===== src/hdl/usr_consts.svh =====
// Operation
// - The interrupt mask gates receive-data, transmit-empty, line-status and modem-status interrupts into the source code.
// - With FIFOs on and receive interrupt enabled, the receive interrupt stands while the fill is at or above the trigger.
// - The source register shows the receive-level code while the trigger is reached and no line-status source is pending, and drops it with the interrupt.
// - Data-ready sets as soon as a character enters the receive FIFO and clears only when the FIFO is empty.
// - FIFOs on with mask bits 0 to 3 clear gives polled mode, where only the line flags and the GPIO interrupt, which the mask does not gate, report state.
// - Receive and transmit state sit in separate line flags, so each side may be polled on its own.
// - Line flag bit 1 sets on a receive overrun.
// - Line flag bits 2 to 4 give the error kind of the character at the head of the receive FIFO.
// - Line flag bit 5 is high whenever the transmit holding position is empty.
// - Line flag bit 6 is high only when transmit FIFO and transmit shifter are both empty.
// - Line flag bit 7 is high while any character in the receive FIFO carries an error.
// - Enhanced bit 4 unlocks the enhanced fields, and the enhanced register sits at 0x02 only when line format is 0xbf.
// - A toggle of an enabled GPIO input raises the GPIO interrupt, and a read of the pin state clears it.
`ifndef USR_CONSTS_SVH
`define USR_CONSTS_SVH

// Register offsets
`define USR_OFS_HOLD    4'h0
`define USR_OFS_MASK    4'h1
`define USR_OFS_SETUP   4'h2
`define USR_OFS_FORMAT  4'h3
`define USR_OFS_MODEM   4'h4
`define USR_OFS_FLAGS   4'h5
`define USR_OFS_MSTAT   4'h6
`define USR_OFS_SCRATCH 4'h7
`define USR_OFS_TXLVL   4'h8
`define USR_OFS_RXLVL   4'h9
`define USR_OFS_IODIR   4'ha
`define USR_OFS_GPIO_PIN_STATE 4'hb
`define USR_OFS_IOINTEN 4'hc
`define USR_OFS_RSVD    4'hd
`define USR_OFS_IOCTRL  4'he
`define USR_OFS_EXTRA   4'hf

// Access key and field positions
`define USR_ENH_KEY     8'hbf
`define USR_DIV_BIT     7
`define USR_ENH_BIT     4
`define USR_SWRST_BIT   3
`define USR_FIFO_EN_BIT 0

// Reset values
`define USR_RST_BYTE    8'h00

// Receive trigger levels selected by setup bits 7:6
`define USR_TRIG_0      8'h08
`define USR_TRIG_1      8'h10
`define USR_TRIG_2      8'h38
`define USR_TRIG_3      8'h3c

`endif


===== src/hdl/usr_pkg.sv =====
package usr_pkg;

  typedef logic [7:0] usr_byte_t;

  // Interrupt source codes, highest priority first
  typedef enum logic [5:0] {
    USR_SRC_LINE  = 6'h06,
    USR_SRC_RXRDY = 6'h04,
    USR_SRC_TXRDY = 6'h02,
    USR_SRC_MODEM = 6'h00,
    USR_SRC_GPIO  = 6'h30,
    USR_SRC_NONE  = 6'h01
  } usr_src_t;

endpackage


===== src/hdl/usr_regs.sv =====
`timescale 1ns/1ns
`default_nettype none
`include "usr_consts.svh"

module usr_regs
  import usr_pkg::*;
#(
  parameter int RX_DEPTH = 64
)(
  input  wire logic        mclk_in,
  input  wire logic        rst_in,
  input  wire logic [3:0]  reg_addr_in,
  input  wire logic        reg_wr_in,
  input  wire logic        reg_rd_in,
  input  wire logic [7:0]  reg_wdata_in,
  output var  logic [7:0]  reg_rdata_out,
  output var  logic        reg_rvalid_out,
  input  wire logic        rx_push_in,
  input  wire logic [7:0]  rx_data_in,
  input  wire logic [2:0]  rx_err_in,
  input  wire logic        tx_fifo_empty_in,
  input  wire logic        tx_shift_empty_in,
  input  wire logic [7:0]  tx_level_in,
  input  wire logic [7:0]  modem_status_in,
  input  wire logic        modem_event_in,
  input  wire logic [7:0]  gpio_in,
  output var  logic        tx_push_out,
  output var  logic [7:0]  tx_data_out,
  output var  logic [15:0] baud_div_out,
  output var  logic [7:0]  frac_div_out,
  output var  logic [7:0]  line_format_out,
  output var  logic [7:0]  fifo_setup_out,
  output var  logic [7:0]  modem_ctrl_out,
  output var  logic [7:0]  enh_ctrl_out,
  output var  logic [7:0]  extra_ctrl_out,
  output var  logic [7:0]  gpio_out,
  output var  logic [7:0]  gpio_dir_out,
  output var  logic [3:0]  gpio_ctrl_out,
  output var  logic        irq_out
);

  localparam int PW = $clog2(RX_DEPTH);
  localparam int CW = $clog2(RX_DEPTH + 1);

  // Trigger level from setup bits 7:6
  function automatic logic [7:0] trig_lvl(input logic [1:0] sel);
    logic [7:0] lvl;
    lvl = `USR_TRIG_0;
    case (sel)
      2'h1: lvl = `USR_TRIG_1;
      2'h2: lvl = `USR_TRIG_2;
      2'h3: lvl = `USR_TRIG_3;
      default: lvl = `USR_TRIG_0;
    endcase
    return lvl;
  endfunction

  usr_byte_t        format_reg, mask_reg, setup_reg, enh_reg, modem_reg, scratch_reg;
  usr_byte_t        dll_reg, dlm_reg, dld_reg, extra_reg, iodir_reg, gpio_pin_state_reg, ioinen_reg;
  usr_byte_t        flow_reg [4];
  logic [3:0]       ioctl_reg;
  logic [10:0]      rx_mem_reg [RX_DEPTH];
  logic [PW-1:0]    wptr_reg, rptr_reg;
  logic [CW-1:0]    cnt_reg, errcnt_reg;
  logic             overrun_reg, gpio_irq_reg;
  usr_byte_t        gpio_prev_reg;
  usr_byte_t        rd_mux;

  ////////////////////////////////////////////////////////////////////////////
  // Access windows and strobes
  wire enh_acc  = (format_reg == `USR_ENH_KEY);
  wire div_acc  = format_reg[`USR_DIV_BIT] & ~enh_acc;
  wire enh_on   = enh_reg[`USR_ENH_BIT];
  wire fifo_en  = setup_reg[`USR_FIFO_EN_BIT];
  wire at_hold  = (reg_addr_in == `USR_OFS_HOLD);
  wire at_mask  = (reg_addr_in == `USR_OFS_MASK);
  wire at_setup = (reg_addr_in == `USR_OFS_SETUP);
  wire at_flow  = (reg_addr_in[3:2] == 2'h1);
  wire wr_thr   = reg_wr_in & at_hold & ~div_acc;
  wire wr_dll   = reg_wr_in & at_hold & div_acc;
  wire wr_mask  = reg_wr_in & at_mask & ~div_acc;
  wire wr_dlm   = reg_wr_in & at_mask & div_acc;
  wire wr_fcr   = reg_wr_in & at_setup & ~div_acc & ~enh_acc;
  wire wr_efr   = reg_wr_in & at_setup & enh_acc;
  wire wr_dld   = reg_wr_in & at_setup & div_acc & enh_on;
  wire wr_flow  = reg_wr_in & at_flow & enh_acc;
  wire wr_mcr   = reg_wr_in & (reg_addr_in == `USR_OFS_MODEM) & ~enh_acc;
  wire wr_spr   = reg_wr_in & (reg_addr_in == `USR_OFS_SCRATCH) & ~enh_acc;
  wire wr_at    = reg_wr_in & reg_addr_in[3];
  wire rd_rhr   = reg_rd_in & at_hold & ~div_acc;
  wire rd_flags = reg_rd_in & (reg_addr_in == `USR_OFS_FLAGS) & ~enh_acc;
  wire rd_iost  = reg_rd_in & (reg_addr_in == `USR_OFS_GPIO_PIN_STATE);
  wire swrst    = wr_at & (reg_addr_in == `USR_OFS_IOCTRL) & reg_wdata_in[`USR_SWRST_BIT];

  // Enhanced fields pass only while unlocked
  wire [7:0] mask_wr = {enh_on ? reg_wdata_in[7:4] : mask_reg[7:4], reg_wdata_in[3:0]};
  wire [7:0] fcr_wr  = {reg_wdata_in[7:6], enh_on ? reg_wdata_in[5:4] : setup_reg[5:4],
                        reg_wdata_in[3:0]};
  wire [7:0] mcr_wr  = {enh_on ? reg_wdata_in[7:5] : modem_reg[7:5], reg_wdata_in[4:0]};

  ////////////////////////////////////////////////////////////////////////////
  // Receive FIFO status
  wire rx_empty = (cnt_reg == '0);
  wire rx_full  = fifo_en ? (cnt_reg == CW'(RX_DEPTH)) : ~rx_empty;
  wire rx_push  = rx_push_in & ~rx_full;
  wire rx_pop   = rd_rhr & ~rx_empty;
  wire push_err = rx_push & (rx_err_in != 3'h0);
  wire [10:0] head = rx_mem_reg[rptr_reg];
  wire pop_err  = rx_pop & (head[10:8] != 3'h0);
  wire [7:0] rx_fill = 8'(cnt_reg);
  wire [7:0] rx_trig = fifo_en ? trig_lvl(setup_reg[7:6]) : 8'h01;

  // Line condition flags
  wire [7:0] flags = {errcnt_reg != '0,
                      tx_fifo_empty_in & tx_shift_empty_in,
                      tx_fifo_empty_in,
                      rx_empty ? 3'h0 : head[10:8],
                      overrun_reg,
                      ~rx_empty};

  ////////////////////////////////////////////////////////////////////////////
  // Interrupt sources in priority order
  wire src_line = mask_reg[2] & (flags[7] | flags[1]);
  wire src_rx   = mask_reg[0] & (rx_fill >= rx_trig);
  wire src_tx   = mask_reg[1] & tx_fifo_empty_in;
  wire src_mdm  = mask_reg[3] & modem_event_in;
  wire [5:0] src_code = src_line ? USR_SRC_LINE  :
                        src_rx   ? USR_SRC_RXRDY :
                        src_tx   ? USR_SRC_TXRDY :
                        src_mdm  ? USR_SRC_MODEM :
                        gpio_irq_reg ? USR_SRC_GPIO : USR_SRC_NONE;
  wire [7:0] isr_val = {fifo_en, fifo_en, src_code};
  wire [7:0] gpio_tog = (gpio_in ^ gpio_prev_reg) & ioinen_reg;

  ////////////////////////////////////////////////////////////////////////////
  // Read selection
  always_comb
  begin
    rd_mux = `USR_RST_BYTE;
    if (at_hold)
      rd_mux = div_acc ? dll_reg : head[7:0];
    else if (at_mask)
      rd_mux = div_acc ? dlm_reg : mask_reg;
    else if (at_setup)
      rd_mux = enh_acc ? enh_reg : (div_acc ? dld_reg : isr_val);
    else if (reg_addr_in == `USR_OFS_FORMAT)
      rd_mux = format_reg;
    else if (at_flow && enh_acc)
      rd_mux = flow_reg[reg_addr_in[1:0]];
    else if (reg_addr_in == `USR_OFS_MODEM)
      rd_mux = modem_reg;
    else if (reg_addr_in == `USR_OFS_FLAGS)
      rd_mux = flags;
    else if (reg_addr_in == `USR_OFS_MSTAT)
      rd_mux = modem_status_in;
    else if (reg_addr_in == `USR_OFS_SCRATCH)
      rd_mux = scratch_reg;
    else if (reg_addr_in == `USR_OFS_TXLVL)
      rd_mux = tx_level_in;
    else if (reg_addr_in == `USR_OFS_RXLVL)
      rd_mux = rx_fill;
    else if (reg_addr_in == `USR_OFS_IODIR)
      rd_mux = iodir_reg;
    else if (reg_addr_in == `USR_OFS_GPIO_PIN_STATE)
      rd_mux = gpio_in;
    else if (reg_addr_in == `USR_OFS_IOINTEN)
      rd_mux = ioinen_reg;
    else if (reg_addr_in == `USR_OFS_IOCTRL)
      rd_mux = {4'h0, ioctl_reg};
    else if (reg_addr_in == `USR_OFS_EXTRA)
      rd_mux = extra_reg;
    else
      rd_mux = `USR_RST_BYTE;
  end

  ////////////////////////////////////////////////////////////////////////////
  // Core control registers
  always_ff @(posedge mclk_in)
  begin
    if (rst_in)
    begin
      format_reg <= `USR_RST_BYTE;
      mask_reg   <= `USR_RST_BYTE;
      setup_reg  <= `USR_RST_BYTE;
      enh_reg    <= `USR_RST_BYTE;
      modem_reg  <= `USR_RST_BYTE;
      dll_reg    <= `USR_RST_BYTE;
      dlm_reg    <= `USR_RST_BYTE;
      dld_reg    <= `USR_RST_BYTE;
    end
    else
    begin
      if (reg_wr_in && reg_addr_in == `USR_OFS_FORMAT) format_reg <= reg_wdata_in;
      if (wr_mask) mask_reg  <= mask_wr;
      if (wr_fcr)  setup_reg <= fcr_wr;
      if (wr_efr)  enh_reg   <= reg_wdata_in;
      if (wr_mcr)  modem_reg <= mcr_wr;
      if (wr_dll)  dll_reg   <= reg_wdata_in;
      if (wr_dlm)  dlm_reg   <= reg_wdata_in;
      if (wr_dld)  dld_reg   <= reg_wdata_in;
    end
  end

  // Flow characters, one per offset
  genvar gi;
  generate
    for (gi = 0; gi < 4; gi++)
    begin : g_flow
      always_ff @(posedge mclk_in)
      begin
        if (rst_in)
          flow_reg[gi] <= `USR_RST_BYTE;
        else if (wr_flow && reg_addr_in[1:0] == 2'(gi))
          flow_reg[gi] <= reg_wdata_in;
      end
    end
  endgenerate

  // Scratch pad and upper block: GPIO and extra features; reserved slot ignored
  always_ff @(posedge mclk_in)
  begin
    if (rst_in)
    begin
      scratch_reg <= `USR_RST_BYTE;
      iodir_reg   <= `USR_RST_BYTE;
      gpio_pin_state_reg <= `USR_RST_BYTE;
      ioinen_reg  <= `USR_RST_BYTE;
      ioctl_reg   <= 4'h0;
      extra_reg   <= `USR_RST_BYTE;
    end
    else
    begin
      if (wr_spr) scratch_reg <= reg_wdata_in;
      if (wr_at && reg_addr_in == `USR_OFS_IODIR)   iodir_reg   <= reg_wdata_in;
      if (wr_at && reg_addr_in == `USR_OFS_GPIO_PIN_STATE) gpio_pin_state_reg <= reg_wdata_in;
      if (wr_at && reg_addr_in == `USR_OFS_IOINTEN) ioinen_reg  <= reg_wdata_in;
      if (wr_at && reg_addr_in == `USR_OFS_IOCTRL)  ioctl_reg   <= {1'b0, reg_wdata_in[2:0]};  // Reset bit self-clears
      if (wr_at && reg_addr_in == `USR_OFS_EXTRA)   extra_reg   <= {reg_wdata_in[7], 1'b0, reg_wdata_in[5:4],
                                                                    1'b0, reg_wdata_in[2:0]};
    end
  end

  ////////////////////////////////////////////////////////////////////////////
  // Receive FIFO storage and pointers
  always_ff @(posedge mclk_in)
  begin
    if (rx_push)
      rx_mem_reg[wptr_reg] <= {rx_err_in, rx_data_in};
  end

  always_ff @(posedge mclk_in)
  begin
    if (rst_in || swrst || (wr_fcr && reg_wdata_in[1]))
    begin
      wptr_reg   <= '0;
      rptr_reg   <= '0;
      cnt_reg    <= '0;
      errcnt_reg <= '0;
    end
    else
    begin
      if (rx_push) wptr_reg <= wptr_reg + PW'(1);
      if (rx_pop)  rptr_reg <= rptr_reg + PW'(1);
      cnt_reg    <= cnt_reg + CW'(rx_push) - CW'(rx_pop);
      errcnt_reg <= errcnt_reg + CW'(push_err) - CW'(pop_err);
    end
  end

  // Overrun and GPIO sticky flags; a new event beats the clearing read
  always_ff @(posedge mclk_in)
  begin
    if (rst_in)
    begin
      overrun_reg   <= 1'b0;
      gpio_irq_reg  <= 1'b0;
      gpio_prev_reg <= `USR_RST_BYTE;
    end
    else
    begin
      overrun_reg   <= (rx_push_in & rx_full) | (overrun_reg & ~rd_flags);
      gpio_irq_reg  <= (gpio_tog != 8'h00) | (gpio_irq_reg & ~rd_iost);
      gpio_prev_reg <= gpio_in;
    end
  end

  ////////////////////////////////////////////////////////////////////////////
  // Registered outputs
  always_ff @(posedge mclk_in)
  begin
    if (rst_in)
    begin
      reg_rdata_out  <= `USR_RST_BYTE;
      reg_rvalid_out <= 1'b0;
      tx_push_out    <= 1'b0;
      tx_data_out    <= `USR_RST_BYTE;
      irq_out        <= 1'b0;
    end
    else
    begin
      reg_rdata_out  <= reg_rd_in ? rd_mux : `USR_RST_BYTE;
      reg_rvalid_out <= reg_rd_in;
      tx_push_out    <= wr_thr;
      if (wr_thr) tx_data_out <= reg_wdata_in;
      irq_out        <= (src_code != USR_SRC_NONE);
    end
  end

  // Configuration mirrors
  always_ff @(posedge mclk_in)
  begin
    if (rst_in)
    begin
      baud_div_out    <= 16'h0000;
      frac_div_out    <= `USR_RST_BYTE;
      line_format_out <= `USR_RST_BYTE;
      fifo_setup_out  <= `USR_RST_BYTE;
      modem_ctrl_out  <= `USR_RST_BYTE;
      enh_ctrl_out    <= `USR_RST_BYTE;
      extra_ctrl_out  <= `USR_RST_BYTE;
      gpio_out        <= `USR_RST_BYTE;
      gpio_dir_out    <= `USR_RST_BYTE;
      gpio_ctrl_out   <= 4'h0;
    end
    else
    begin
      baud_div_out    <= {dlm_reg, dll_reg};
      frac_div_out    <= dld_reg;
      line_format_out <= format_reg;
      fifo_setup_out  <= setup_reg;
      modem_ctrl_out  <= modem_reg;
      enh_ctrl_out    <= enh_reg;
      extra_ctrl_out  <= extra_reg;
      gpio_out        <= gpio_pin_state_reg;
      gpio_dir_out    <= iodir_reg;
      gpio_ctrl_out   <= ioctl_reg;
    end
  end

  ////////////////////////////////////////////////////////////////////////////
  // Checks
  property p_rx_level;
    @(posedge mclk_in) disable iff (rst_in)
      (fifo_en && mask_reg[0] && !src_line && rx_fill >= rx_trig) |=> irq_out;
  endproperty
  a_rx_level: assert property (p_rx_level) else $error("receive level interrupt missing");

  property p_rx_code;
    @(posedge mclk_in) disable iff (rst_in)
      (reg_rd_in && at_setup && !div_acc && !enh_acc && rx_fill < rx_trig) |=> (reg_rdata_out[5:0] != 6'h04);
  endproperty
  a_rx_code: assert property (p_rx_code) else $error("receive code below trigger");

  property p_ready;
    @(posedge mclk_in) disable iff (rst_in)
      (rx_push && !swrst && !wr_fcr) |=> flags[0];
  endproperty
  a_ready: assert property (p_ready) else $error("data ready not set after push");

  property p_overrun;
    @(posedge mclk_in) disable iff (rst_in)
      (rx_push_in && rx_full) |=> overrun_reg [*1] ##0 (flags[1] == 1'b1);
  endproperty
  a_overrun: assert property (p_overrun) else $error("overrun not flagged");

  property p_txboth;
    @(posedge mclk_in) disable iff (rst_in)
      flags[6] |-> (tx_shift_empty_in && flags[5]);
  endproperty
  a_txboth: assert property (p_txboth) else $error("transmit empty flag wrong");

  property p_global;
    @(posedge mclk_in) disable iff (rst_in)
      (push_err && !pop_err && !swrst && !wr_fcr) |=> flags[7];
  endproperty
  a_global: assert property (p_global) else $error("global error flag missing");

  property p_enh_lock;
    @(posedge mclk_in) disable iff (rst_in)
      (wr_mask && !enh_on) |=> (mask_reg[7:4] == $past(mask_reg[7:4]));
  endproperty
  a_enh_lock: assert property (p_enh_lock) else $error("locked mask bits changed");

  property p_gpio;
    @(posedge mclk_in) disable iff (rst_in)
      (gpio_tog != 8'h00) |=> gpio_irq_reg ##1 (gpio_irq_reg || $past(rd_iost));
  endproperty
  a_gpio: assert property (p_gpio) else $error("gpio interrupt lost");

  property p_rsvd;
    @(posedge mclk_in) disable iff (rst_in)
      (reg_rd_in && reg_addr_in == `USR_OFS_RSVD) |=> (reg_rvalid_out && reg_rdata_out == 8'h00);
  endproperty
  a_rsvd: assert property (p_rsvd) else $error("reserved offset not zero");

endmodule
`default_nettype wire


===== config.mk =====
export PLATFORM = sky130hd
export DESIGN_NAME = usr_regs
export DESIGN_NICKNAME = d
export VERILOG_FILES = /design/src/hdl/usr_pkg.sv /design/src/hdl/usr_regs.sv
export VERILOG_INCLUDE_DIRS = /design/src /design/src/hdl
export SDC_FILE = /design/constraint.sdc
export NUM_CORES = 1
export LEC_CHECK = 0
export BUFFER_PORTS_ARGS = -buffer_cell sky130_fd_sc_hd__buf_2
export CAP_MARGIN = 20
export CORE_MARGIN = 10
export CORE_UTILIZATION = 60
export CTS_CLUSTER_DIAMETER = 120
export DETAILED_ROUTE_END_ITERATION = 12
export PLACE_DENSITY_LB_ADDON = 0.25
export SETUP_SLACK_MARGIN = 0.5
export SYNTH_ARGS = -nofsm -noshare
export SYNTH_HDL_FRONTEND = slang
export SYNTH_SLANG_ARGS = --single-unit

===== constraint.sdc =====
create_clock -name mclk_in -period 12.2 [get_ports mclk_in]
set_input_delay 1.22 -clock mclk_in [delete_from_list [all_inputs] [get_ports mclk_in]]
set_output_delay 1.22 -clock mclk_in [all_outputs]
set_load 0.05 [all_outputs]

==> run summary, run 1 <==
status: finished, final reports clean
internal power: 5.569 mW
layout cell share with drive strength beyond 1: 23.43%
first-pass GRT wire length: 148400 um
Max Slew Vio Count: 0
Root Driver: clkbuf_16
Clock Path Buffers: 3
endpoint type of the worst setup path: register
most common cell after layout, fill and taps aside: edfxtp_1
hold_buf cts: 0
Switching Power: 1.612 mW
crit path max fanout: 49
Post-Syn Area: 38770 um^2
Post-Synthesis Cells: 2385
CTS H-tree depth: 3
via density per instance: 6.413
TritonCTS sink count: 983
buffers plus inverters on the worst setup path: 5
Die ar.: 75190 um^2
Final setup viols: 0
die height: 274.2 um
area grow syn2layout: 13.73%
Final Util: 68.66%
Synth top area share: 57.00%
multiplexer area fraction after synthesis: 15.52%
fmax: 174.8 MHz
die width: 274.2 um
Initial DRC Count: 2719
Comb power frac: 7.1%
VDD IR max: 0.0001338 V
placed cells: 3307
drt total wl: 100300 um
core area: 64230 um^2
CP required: 12.77 ns
post-synthesis adder-cell area fraction: 0.9100%
WHS Path Cells: 2
Filler cells: 4161
post-synthesis simple-gate area fraction: 7.238%
fin nets: 2670
Post-Layout Cell Count: 3527
synth top area cells: edfxtp_1 57%, dfxtp_1 13%, mux4_2 12%, mux2i_1 3.1%, nor2_1 2.3%
min-delay worst type: reg -> reg
Leak: 15.12 nW
Clock Latency Late Sink: 0.66 ns
compound-cell area share of the yosys netlist: 3.850%
WS Path Type: reg -> reg
Slew @ Worst Pin: 1.125 ns
clk slew on worst S/H paths: 0.06 ns
sequential share of the synthesized area: 69.75%
sequential share of power: 51.2%
worst r2r path cells: 21
Top delay family on crit path: compound AO/OA/AOI/OAI gates
floorplan row count: 93
Final ANT Viol Nets: 0
total gr overflow: 0
Largest stage delay, worst path: 0.74 ns
RD Place Congestion: 0.9431
Yosys reg bits: 983
synth unique cells: 74
Vias: 22620
Synth Area per Inst: 16.26 um^2
max cap viols: 0
vias in the first global route: 22440
EDFF count, synth: 736
cell mode on critical path: a21oi_1
Synth Area in XOR/XNOR: 0.5647%
fin crit share: 46.89%
Slowest cell on crit path: dfxtp_4
DRC violations left: 0
DRT Pass-1 Iters: 6
asr flop ratio synth: 0%
R2R setup slack: 6.48 ns
sw frac: 22.45%
PD cells: 162.8 nW/um^2
RR Endpoint: errcnt_reg[6]
area leader, netlist: edfxtp_1
dominant synthesized flop cell: edfxtp_1
critical-path cell list: buf_4, buf_4, mux4_2, nand2_1, a21oi_1, a21oi_1, o22ai_1, a31oi_1, a31oi_1, ha_1, inv_1, ha_1, inv_1, fa_1, inv_1, a21oi_1, nor2_1, o21ai_0, a21oi_1, or3_1, a21oi_1
GR Util All Layers: 26.56%
Ys Warns: 0
Clock Power Share: 41.7%
initial antenna violation count: 2
RSZ-0062 raised after global routing: no
CTS buffer count: 97
routed length per instance: 28.44 um
Critical Path AT: 6.29 ns
pin count of the biggest net entering global routing: 120
setup TNS: 0 ns
# port buffers: 154
Top Ports: 158
CTS tree: done
number of flip-flops in the largest register: 704
largest family of logic cells by synthesized area: multiplexers
commonest non-fill, non-tap cells in the layout: 736 x edfxtp_1, 244 x dfxtp_1, 235 x nor2_1, 208 x mux4_2, 153 x buf_2
postcts setup bufs: 0
min-delay src: tx_data_out[5]
max_slew headroom: 24.72%
CP startpoint kind: register
hpwl dp: 63350 um
Initial Utilization: 60.37%
post-cts resize count: 0
final hold viol count: 0
final setup skew: 0.02664 ns
shortest period the worst path allows: 5.720 ns
Worst Hold Endpoint: tx_data_out[5]
antenna cells: 0
-- cell usage after synthesis (24+ instances only) --
cell type and instances:
a21oi_1 68, a22oi_1 24, and2_1 36, buf_2 25, clkbuf_1 90, dfxtp_1 247, edfxtp_1 736, ha_1 25
inv_1 37, mux2i_1 121, mux4_2 208, nand2_1 104, nand3_1 48, nor2_1 235, nor2b_1 90, o21ai_0 44
-- worst reg2reg max path, stage by stage (launching register included) --
cell     delay (ns)
dfxtp_4        0.74
buf_4          0.63
buf_4          0.75
mux4_2         0.42
nand2_1        0.08
a21oi_1        0.09
a21oi_1        0.27
o22ai_1        0.20
a31oi_1        0.32
a31oi_1        0.16
ha_1           0.30
inv_1          0.04
ha_1           0.19
inv_1          0.08
fa_1           0.21
inv_1          0.06
a21oi_1        0.15
nor2_1         0.08
o21ai_0        0.24
a21oi_1        0.12
or3_1          0.35
a21oi_1        0.17
-- power groups by stage --
| stage | registers [mW] | logic, mW | clock network, mW |
|---|---|---|---|
| detailed placement | 3.75 | 0.491 | 0 |
| floorplan | 3.74 | 0.320 | 0 |
| global route | 3.68 | 0.554 | 3.17 |
| finish | 3.68 | 0.511 | 2.99 |
| global placement | 3.75 | 0.474 | 0 |
| CTS | 3.68 | 0.499 | 3.03 |
-- layout make-up --
type	count	area [um^2]	area share, %
multi-input combinational	1217	10910	24.73
sequential	983	27050	61.35
clock inverter	57	580.6	1.317
timing repair buffer	248	1703	3.862
clock buffer	126	2630	5.964
tap	855	1070	2.426
inverter	41	153.9	0.3490
-- metrics by stage --
stage / power (mW) / hold WS [ns] / cell area [um^2] / setup WS (ns)
3_3_place_gp: 4.223 / 0.4462 / 40270 / 6.764
5_1_grt: 7.408 / 0.4790 / 44100 / 6.002
2_1_floorplan: 4.059 / 0.4297 / 38780 / 8.067
6_report: 7.181 / 0.4666 / 44100 / 6.480
3_5_place_dp: 4.242 / 0.4520 / 40450 / 6.709
4_1_cts: 7.212 / 0.4623 / 43660 / 6.536
-- cells by family (layout without fill, tap and decap cells) --
kind of cell	count (synthesis)	count (layout)
flip-flops	983	983
AND/OR/NAND/NOR	592	592
multiplexers	340	340
AO/OA/AOI/OAI	230	230
buffers and inverters	187	472
adder cells (fa/ha/maj)	27	27
XOR/XNOR	25	25
other	1	3
-- per-layer routing --
metal / track usage [%] / vias to the layer above / share of wire [%]
met1: 35.05 / 11500 / 38
met3: 4.870 / 244 / 9.0
met4: 10.83 / 4 / 4.1
met5: 0 / - / 0.033
li1: - / 9559 / -
met2: 43.39 / 1313 / 49
-- how the worst max path moves through the flow --
stage | start | end | slack, ns | cells past startpoint
after floorplan | reg_addr_in[2] | errcnt_reg[6] | 8.07 | 20
after global placement | register | errcnt_reg[6] | 6.76 | 21
after detailed placement | register | errcnt_reg[6] | 6.71 | 21
after CTS | register | errcnt_reg[6] | 6.54 | 21
after global routing | register | errcnt_reg[6] | 6.00 | 21
final | register | errcnt_reg[6] | 6.48 | 21
(Power assumes the default switching activity.)
==> run 2: changes to the inputs <==
==> constraint.sdc (replaced) <==
create_clock -name mclk_in -period 5.7 [get_ports mclk_in]
set_input_delay 0.57 -clock mclk_in [delete_from_list [all_inputs] [get_ports mclk_in]]
set_output_delay 0.57 -clock mclk_in [all_outputs]
set_load 0.05 [all_outputs]
==> run summary, run 2 (synthesis results as in run 1) <==
status: finished, final reports clean
via density per instance: 6.329 (-1.3%)
Slew @ Worst Pin: 1.106 ns (-0.01935 ns)
core area: 64230 um^2 (unchanged)
Top Ports: 158 (unchanged)
final setup skew: 0.01721 ns (-0.009430 ns)
CTS buffer count: 96 (-1.0%)
shortest period the worst path allows: 4.716 ns (-1.004 ns)
Clock Latency Late Sink: 0.66 ns (about the same)
Final setup viols: 0 (unchanged)
RR Endpoint: errcnt_reg[6]
Critical Path AT: 5.29 ns (-1.00 ns)
CP required: 6.27 ns (-6.50 ns)
setup TNS: 0 ns (unchanged)
layout cell share with drive strength beyond 1: 24.34% (+0.91 points)
initial antenna violation count: 3 (+1)
vias in the first global route: 22400 (-0.18%)
max cap viols: 0 (unchanged)
final critical-path setup slack: 0.9836 ns (-5.496 ns)
# port buffers: 154 (unchanged)
fin area: 44130 um^2 (about the same)
Clock Power Share: 41.8% (about the same)
Vias: 22420 (-0.88%)
sw frac: 22.31% (-0.14 points)
GR Util All Layers: 26.12% (-0.44 points)
hold_buf cts: 0 (unchanged)
fin crit share: 82.74% (+36 points)
min-delay worst type: in -> reg
R2R setup slack: 0.98 ns (-5.50 ns)
Initial DRC Count: 2721 (+0.074%)
DRC violations left: 0 (unchanged)
CP startpoint kind: register
commonest non-fill, non-tap cells in the layout: 736 x edfxtp_1, 244 x dfxtp_1, 235 x nor2_1, 208 x mux4_2, 154 x buf_2
total gr overflow: 0 (unchanged)
Post-DP Area: 40730 um^2 (+0.69%)
postcts setup bufs: 0 (unchanged)
Comb power frac: 7.0% (about the same)
min-delay src: gpio_in[0]
pin count of the biggest net entering global routing: 111 (-7.5%)
fmax: 212.0 MHz (+21%)
Clock Path Buffers: 3 (unchanged)
max_slew headroom: 26.02% (+1.3 points)
Die ar.: 75190 um^2 (unchanged)
worst r2r path cells: 20 (-4.8%)
Pwr Total: 15.41 mW (+110%)
number of flip-flops in the largest register: 704 (unchanged)
fin nets: 2686 (+0.60%)
die height: 274.2 um (unchanged)
PD cells: 349.2 nW/um^2 (+110%)
first-pass GRT wire length: 145700 um (-1.8%)
endpoint type of the worst setup path: register
RD Place Congestion: 0.9750 (+3.4%)
WHS: 0.1853 ns (-0.2813 ns)
sequential share of power: 51.1% (about the same)
Final ANT Viol Nets: 0 (unchanged)
most common cell after layout, fill and taps aside: edfxtp_1
post-cts resize count: 0 (unchanged)
CTS H-tree depth: 3 (unchanged)
area grow syn2layout: 13.82% (about the same)
die width: 274.2 um (unchanged)
TritonCTS sink count: 983 (unchanged)
hpwl dp: 63750 um (+0.63%)
Leak: 15.20 nW (+0.52%)
internal power: 11.97 mW (+110%)
antenna cells: 0 (unchanged)
crit path max fanout: 41 (-16%)
Filler cells: 4207 (+1.1%)
Root Driver: clkbuf_16
routed length per instance: 27.84 um (-2.1%)
RSZ-0062 raised after global routing: no
DRT Pass-1 Iters: 6 (unchanged)
WHS Path Cells: 2 (unchanged)
clk slew on worst S/H paths: 0.06 ns (about the same)
final hold viol count: 0 (unchanged)
WS Path Type: reg -> reg
Worst Hold Endpoint: gpio_prev_reg[0]
VDD IR max: 0.0002613 V (+95%)
dpl ws: 1.071 ns (-5.638 ns)
Initial Utilization: 60.37% (unchanged)
CTS tree: done
drt total wl: 98620 um (-1.7%)
floorplan row count: 93 (unchanged)
Switching Power: 3.437 mW (+110%)
Max Slew Vio Count: 0 (unchanged)
-- run 2: metal layers --
metal	share of wire (%)	track usage [%]
met1	39	34.90
met2	49	42.19
met3	7.9	4.652
met4	4.1	10.92
met5	0.040	0
-- run 2: cell type report --
type                            count  area, um^2  area share [%]
Clock buffer                      125        2676           6.064
Inverter                           41       153.9          0.3487
Tap cell                          855        1070           2.424
Timing Repair Buffer              265        1694           3.839
Clock inverter                     56       576.8           1.307
Sequential cell                   983       27050           61.30
Multi-Input combinational cell   1217       10910           24.71
-- run 2: power by group through the flow --
stage,Clock [mW],Sequential (mW),Combinational [mW]
global route,6.82,7.88,1.18
CTS,6.52,7.88,1.06
floorplan,0,8.00,0.685
finish,6.45,7.88,1.08
global placement,0,8.02,1.03
detailed placement,0,8.03,1.05
-- run 2: worst max-delay path by stage --
| stage | end | slack (ns) | cells past startpoint |
|---|---|---|---|
| finish | errcnt_reg[6] | 0.98 | 20 |
| global route | errcnt_reg[6] | 0.66 | 20 |
| CTS | errcnt_reg[6] | 1.02 | 20 |
| detailed placement | errcnt_reg[6] | 1.07 | 20 |
| global placement | errcnt_reg[6] | 1.16 | 20 |
| floorplan | errcnt_reg[6] | 1.76 | 22 |
-- run 2: through the flow --
| step | util [%] | cells |
|---|---|---|
| after global routing | 68.71 | 3542 |
| after CTS | 68.48 | 3532 |
| after floorplan | - | 2387 |
| final | 68.71 | 3542 |
| after detailed placement | 63.41 | 3351 |
| after global placement | 63.40 | 3350 |
-- run 2: worst max-delay path, stage by stage (launching register included) --
cell     delay [ns]
dfxtp_4        0.89
buf_4          0.30
mux4_2         0.51
nand2_1        0.08
nand2_1        0.07
a21oi_1        0.22
o22ai_1        0.15
a31oi_1        0.36
a31oi_1        0.15
ha_1           0.30
inv_1          0.04
ha_1           0.19
inv_1          0.08
fa_1           0.21
inv_1          0.05
a21oi_1        0.12
nor2_1         0.07
o21ai_0        0.20
a21oi_1        0.11
or3_1          0.35
a21oi_1        0.15
==> run 3: changes to the inputs <==
==> constraint.sdc (replaced) <==
create_clock -name mclk_in -period 4.8 [get_ports mclk_in]
set_input_delay 0.48 -clock mclk_in [delete_from_list [all_inputs] [get_ports mclk_in]]
set_output_delay 0.48 -clock mclk_in [all_outputs]
set_load 0.05 [all_outputs]
==> run summary, run 3 (synthesis results as in run 1) <==
R2R setup slack: 0.64 ns (-0.34 ns)
Final ANT Viol Nets: 0 (unchanged)
pin count of the biggest net entering global routing: 125 (+13%)
Max Slew Vio Count: 0 (unchanged)
Clock Path Buffers: 3 (unchanged)
CP startpoint kind: register
WS Path Type: reg -> reg
setup TNS: 0 ns (unchanged)
CTS tree: done
Critical Path AT: 4.74 ns (-0.55 ns)
die width: 274.2 um (unchanged)
VDD IR max: 0.0003719 V (+42%)
endpoint type of the worst setup path: register
CP required: 5.38 ns (-0.89 ns)
Leak: 15.40 nW (+1.4%)
CTS H-tree depth: 3 (unchanged)
max cap viols: 0 (unchanged)
routed length per instance: 28.43 um (+2.1%)
via density per instance: 6.401 (+1.1%)
Initial Utilization: 60.37% (unchanged)
RSZ-0062 raised after global routing: no
# port buffers: 154 (unchanged)
crit path max fanout: 16 (-61%)
min-delay worst type: in -> reg
final hold viol count: 0 (unchanged)
WHS: 0.1012 ns (-0.08412 ns)
Die ar.: 75190 um^2 (unchanged)
max_slew headroom: 24.36% (-1.7 points)
antenna cells: 0 (unchanged)
drt total wl: 101500 um (+3.0%)
hold_buf cts: 0 (unchanged)
fin nets: 2717 (+1.2%)
total gr overflow: 0 (unchanged)
DRC violations left: 0 (unchanged)
Clock Latency Late Sink: 0.67 ns (about the same)
Vias: 22870 (+2.0%)
hpwl dp: 64860 um (+1.7%)
PD cells: 416.0 nW/um^2 (+19%)
status: finished, final reports clean
TritonCTS sink count: 983 (unchanged)
clk slew on worst S/H paths: 0.06 ns (about the same)
GR Util All Layers: 26.73% (+0.62 points)
RD Place Congestion: 0.9974 (+2.3%)
shortest period the worst path allows: 4.156 ns (-0.5602 ns)
Top Ports: 158 (unchanged)
most common cell after layout, fill and taps aside: edfxtp_1
final setup skew: 0.03191 ns (+0.01470 ns)
vias in the first global route: 22860 (+2.0%)
fin crit share: 86.59% (+3.8 points)
Final setup viols: 0 (unchanged)
CTS buffer count: 97 (+1.0%)
floorplan row count: 93 (unchanged)
DRT Pass-1 Iters: 6 (unchanged)
die height: 274.2 um (unchanged)
layout cell share with drive strength beyond 1: 24.73% (+0.39 points)
commonest non-fill, non-tap cells in the layout: 736 x edfxtp_1, 244 x dfxtp_1, 235 x nor2_1, 208 x mux4_2, 153 x buf_2
number of flip-flops in the largest register: 704 (unchanged)
initial antenna violation count: 3 (unchanged)
fmax: 240.6 MHz (+13%)
first-pass GRT wire length: 149700 um (+2.7%)
Initial DRC Count: 2701 (-0.74%)
area grow syn2layout: 14.87%
Slew @ Worst Pin: 1.130 ns (+0.02478 ns)
Root Driver: clkbuf_16
core area: 64230 um^2 (unchanged)
==> run 3: cell types whose count changed in the layout (fill, tap and decap cells not counted), moves of 2 or more <==
| cell | before | now |
|---|---|---|
| clkbuf_8 | 14 | 6 |
| clkinv_2 | 23 | 15 |
| buf_12 | 6 | 12 |
| clkbuf_1 | 13 | 24 |
| bufinv_16 | 10 | 13 |
| clkbuf_16 | 97 | 102 |
| buf_4 | 101 | 126 |
| buf_6 | 4 | 1 |
| inv_6 | 4 | 2 |
| clkinvlp_4 | 3 | 1 |
| buf_16 | 0 | 2 |
==> run 3: critical path: stages (launching register included) <==
cell and delay (ns):
dfxtp_4 0.43, buf_12 0.14, buf_16 0.18, mux4_2 0.54
nand2_1 0.09, a21oi_1 0.07, a21oi_1 0.18, o22ai_1 0.15
a31oi_1 0.27, a31oi_1 0.17, ha_1 0.30, inv_1 0.05
ha_1 0.20, inv_1 0.08, fa_1 0.22, inv_1 0.05
a21oi_1 0.12, nor2_1 0.07, o21ai_1 0.16, a21oi_1 0.10
or3_1 0.35, a21oi_1 0.14
==> run 3: per-layer routing <==
metal	vias up	global-route usage (%)	share of wire, %	wire [um]
met1	11640	35.57	38	38930
met3	246	5.035	9.1	9282
met4	4	12.62	4.4	4491
li1	9658	-	-	-
met5	-	0	0.029	29
met2	1314	42.47	48	48810
==> run 3: cell type report <==
class	count	area (um^2)
Timing Repair Buffer	295	2043
Inverter	41	157.7
Sequential cell	983	27050
Fill cell	4184	19690
Tap cell	855	1070
Clock inverter	49	603.1
Multi-Input combinational cell	1217	10910
Clock buffer	132	2705
==> run 3: what timing repair did <==
action / 4_1_cts / 5_1_grt
cloned: 0 / 1
pin swaps: 0 / 2
setup buffers: 1 / 10
gates resized for setup: 0 / 3
setup endpoints to repair: 1 / 1
==> run 3: path summary, 6_finish.rpt <==
check                     from               end  cells after the start
hold reg to reg   setup_reg[5]      setup_reg[5]                      2
hold / removal      gpio_in[0]  gpio_prev_reg[0]                      2
setup reg to reg      register     errcnt_reg[6]                     21
setup / recovery      register     errcnt_reg[6]                     21
==> run 3: metrics by stage <==
step / instance area, um^2 / instances / setup WS, ns / total power, mW / util, %
global route: 44540 / 3572 / 0.4874 / 19.08 / 69.34
finish: 44540 / 3572 / 0.6437 / 18.53 / 69.34
floorplan: 38780 / 2387 / 0.8554 / 10.32 / -
global placement: 40950 / 3373 / 0.5770 / 10.75 / 63.75
CTS: 44280 / 3555 / 0.5422 / 18.57 / 68.94
detailed placement: 40950 / 3373 / 0.5278 / 10.80 / 63.75
==> run 3: where the power goes <==
part	internal, mW	switching [mW]	leakage (nW)
Clock	4.66	3.20	1.62
Sequential	9.24	0.104	8.66
Combinational	0.502	0.824	5.13
Total	14.4	4.12	15.4
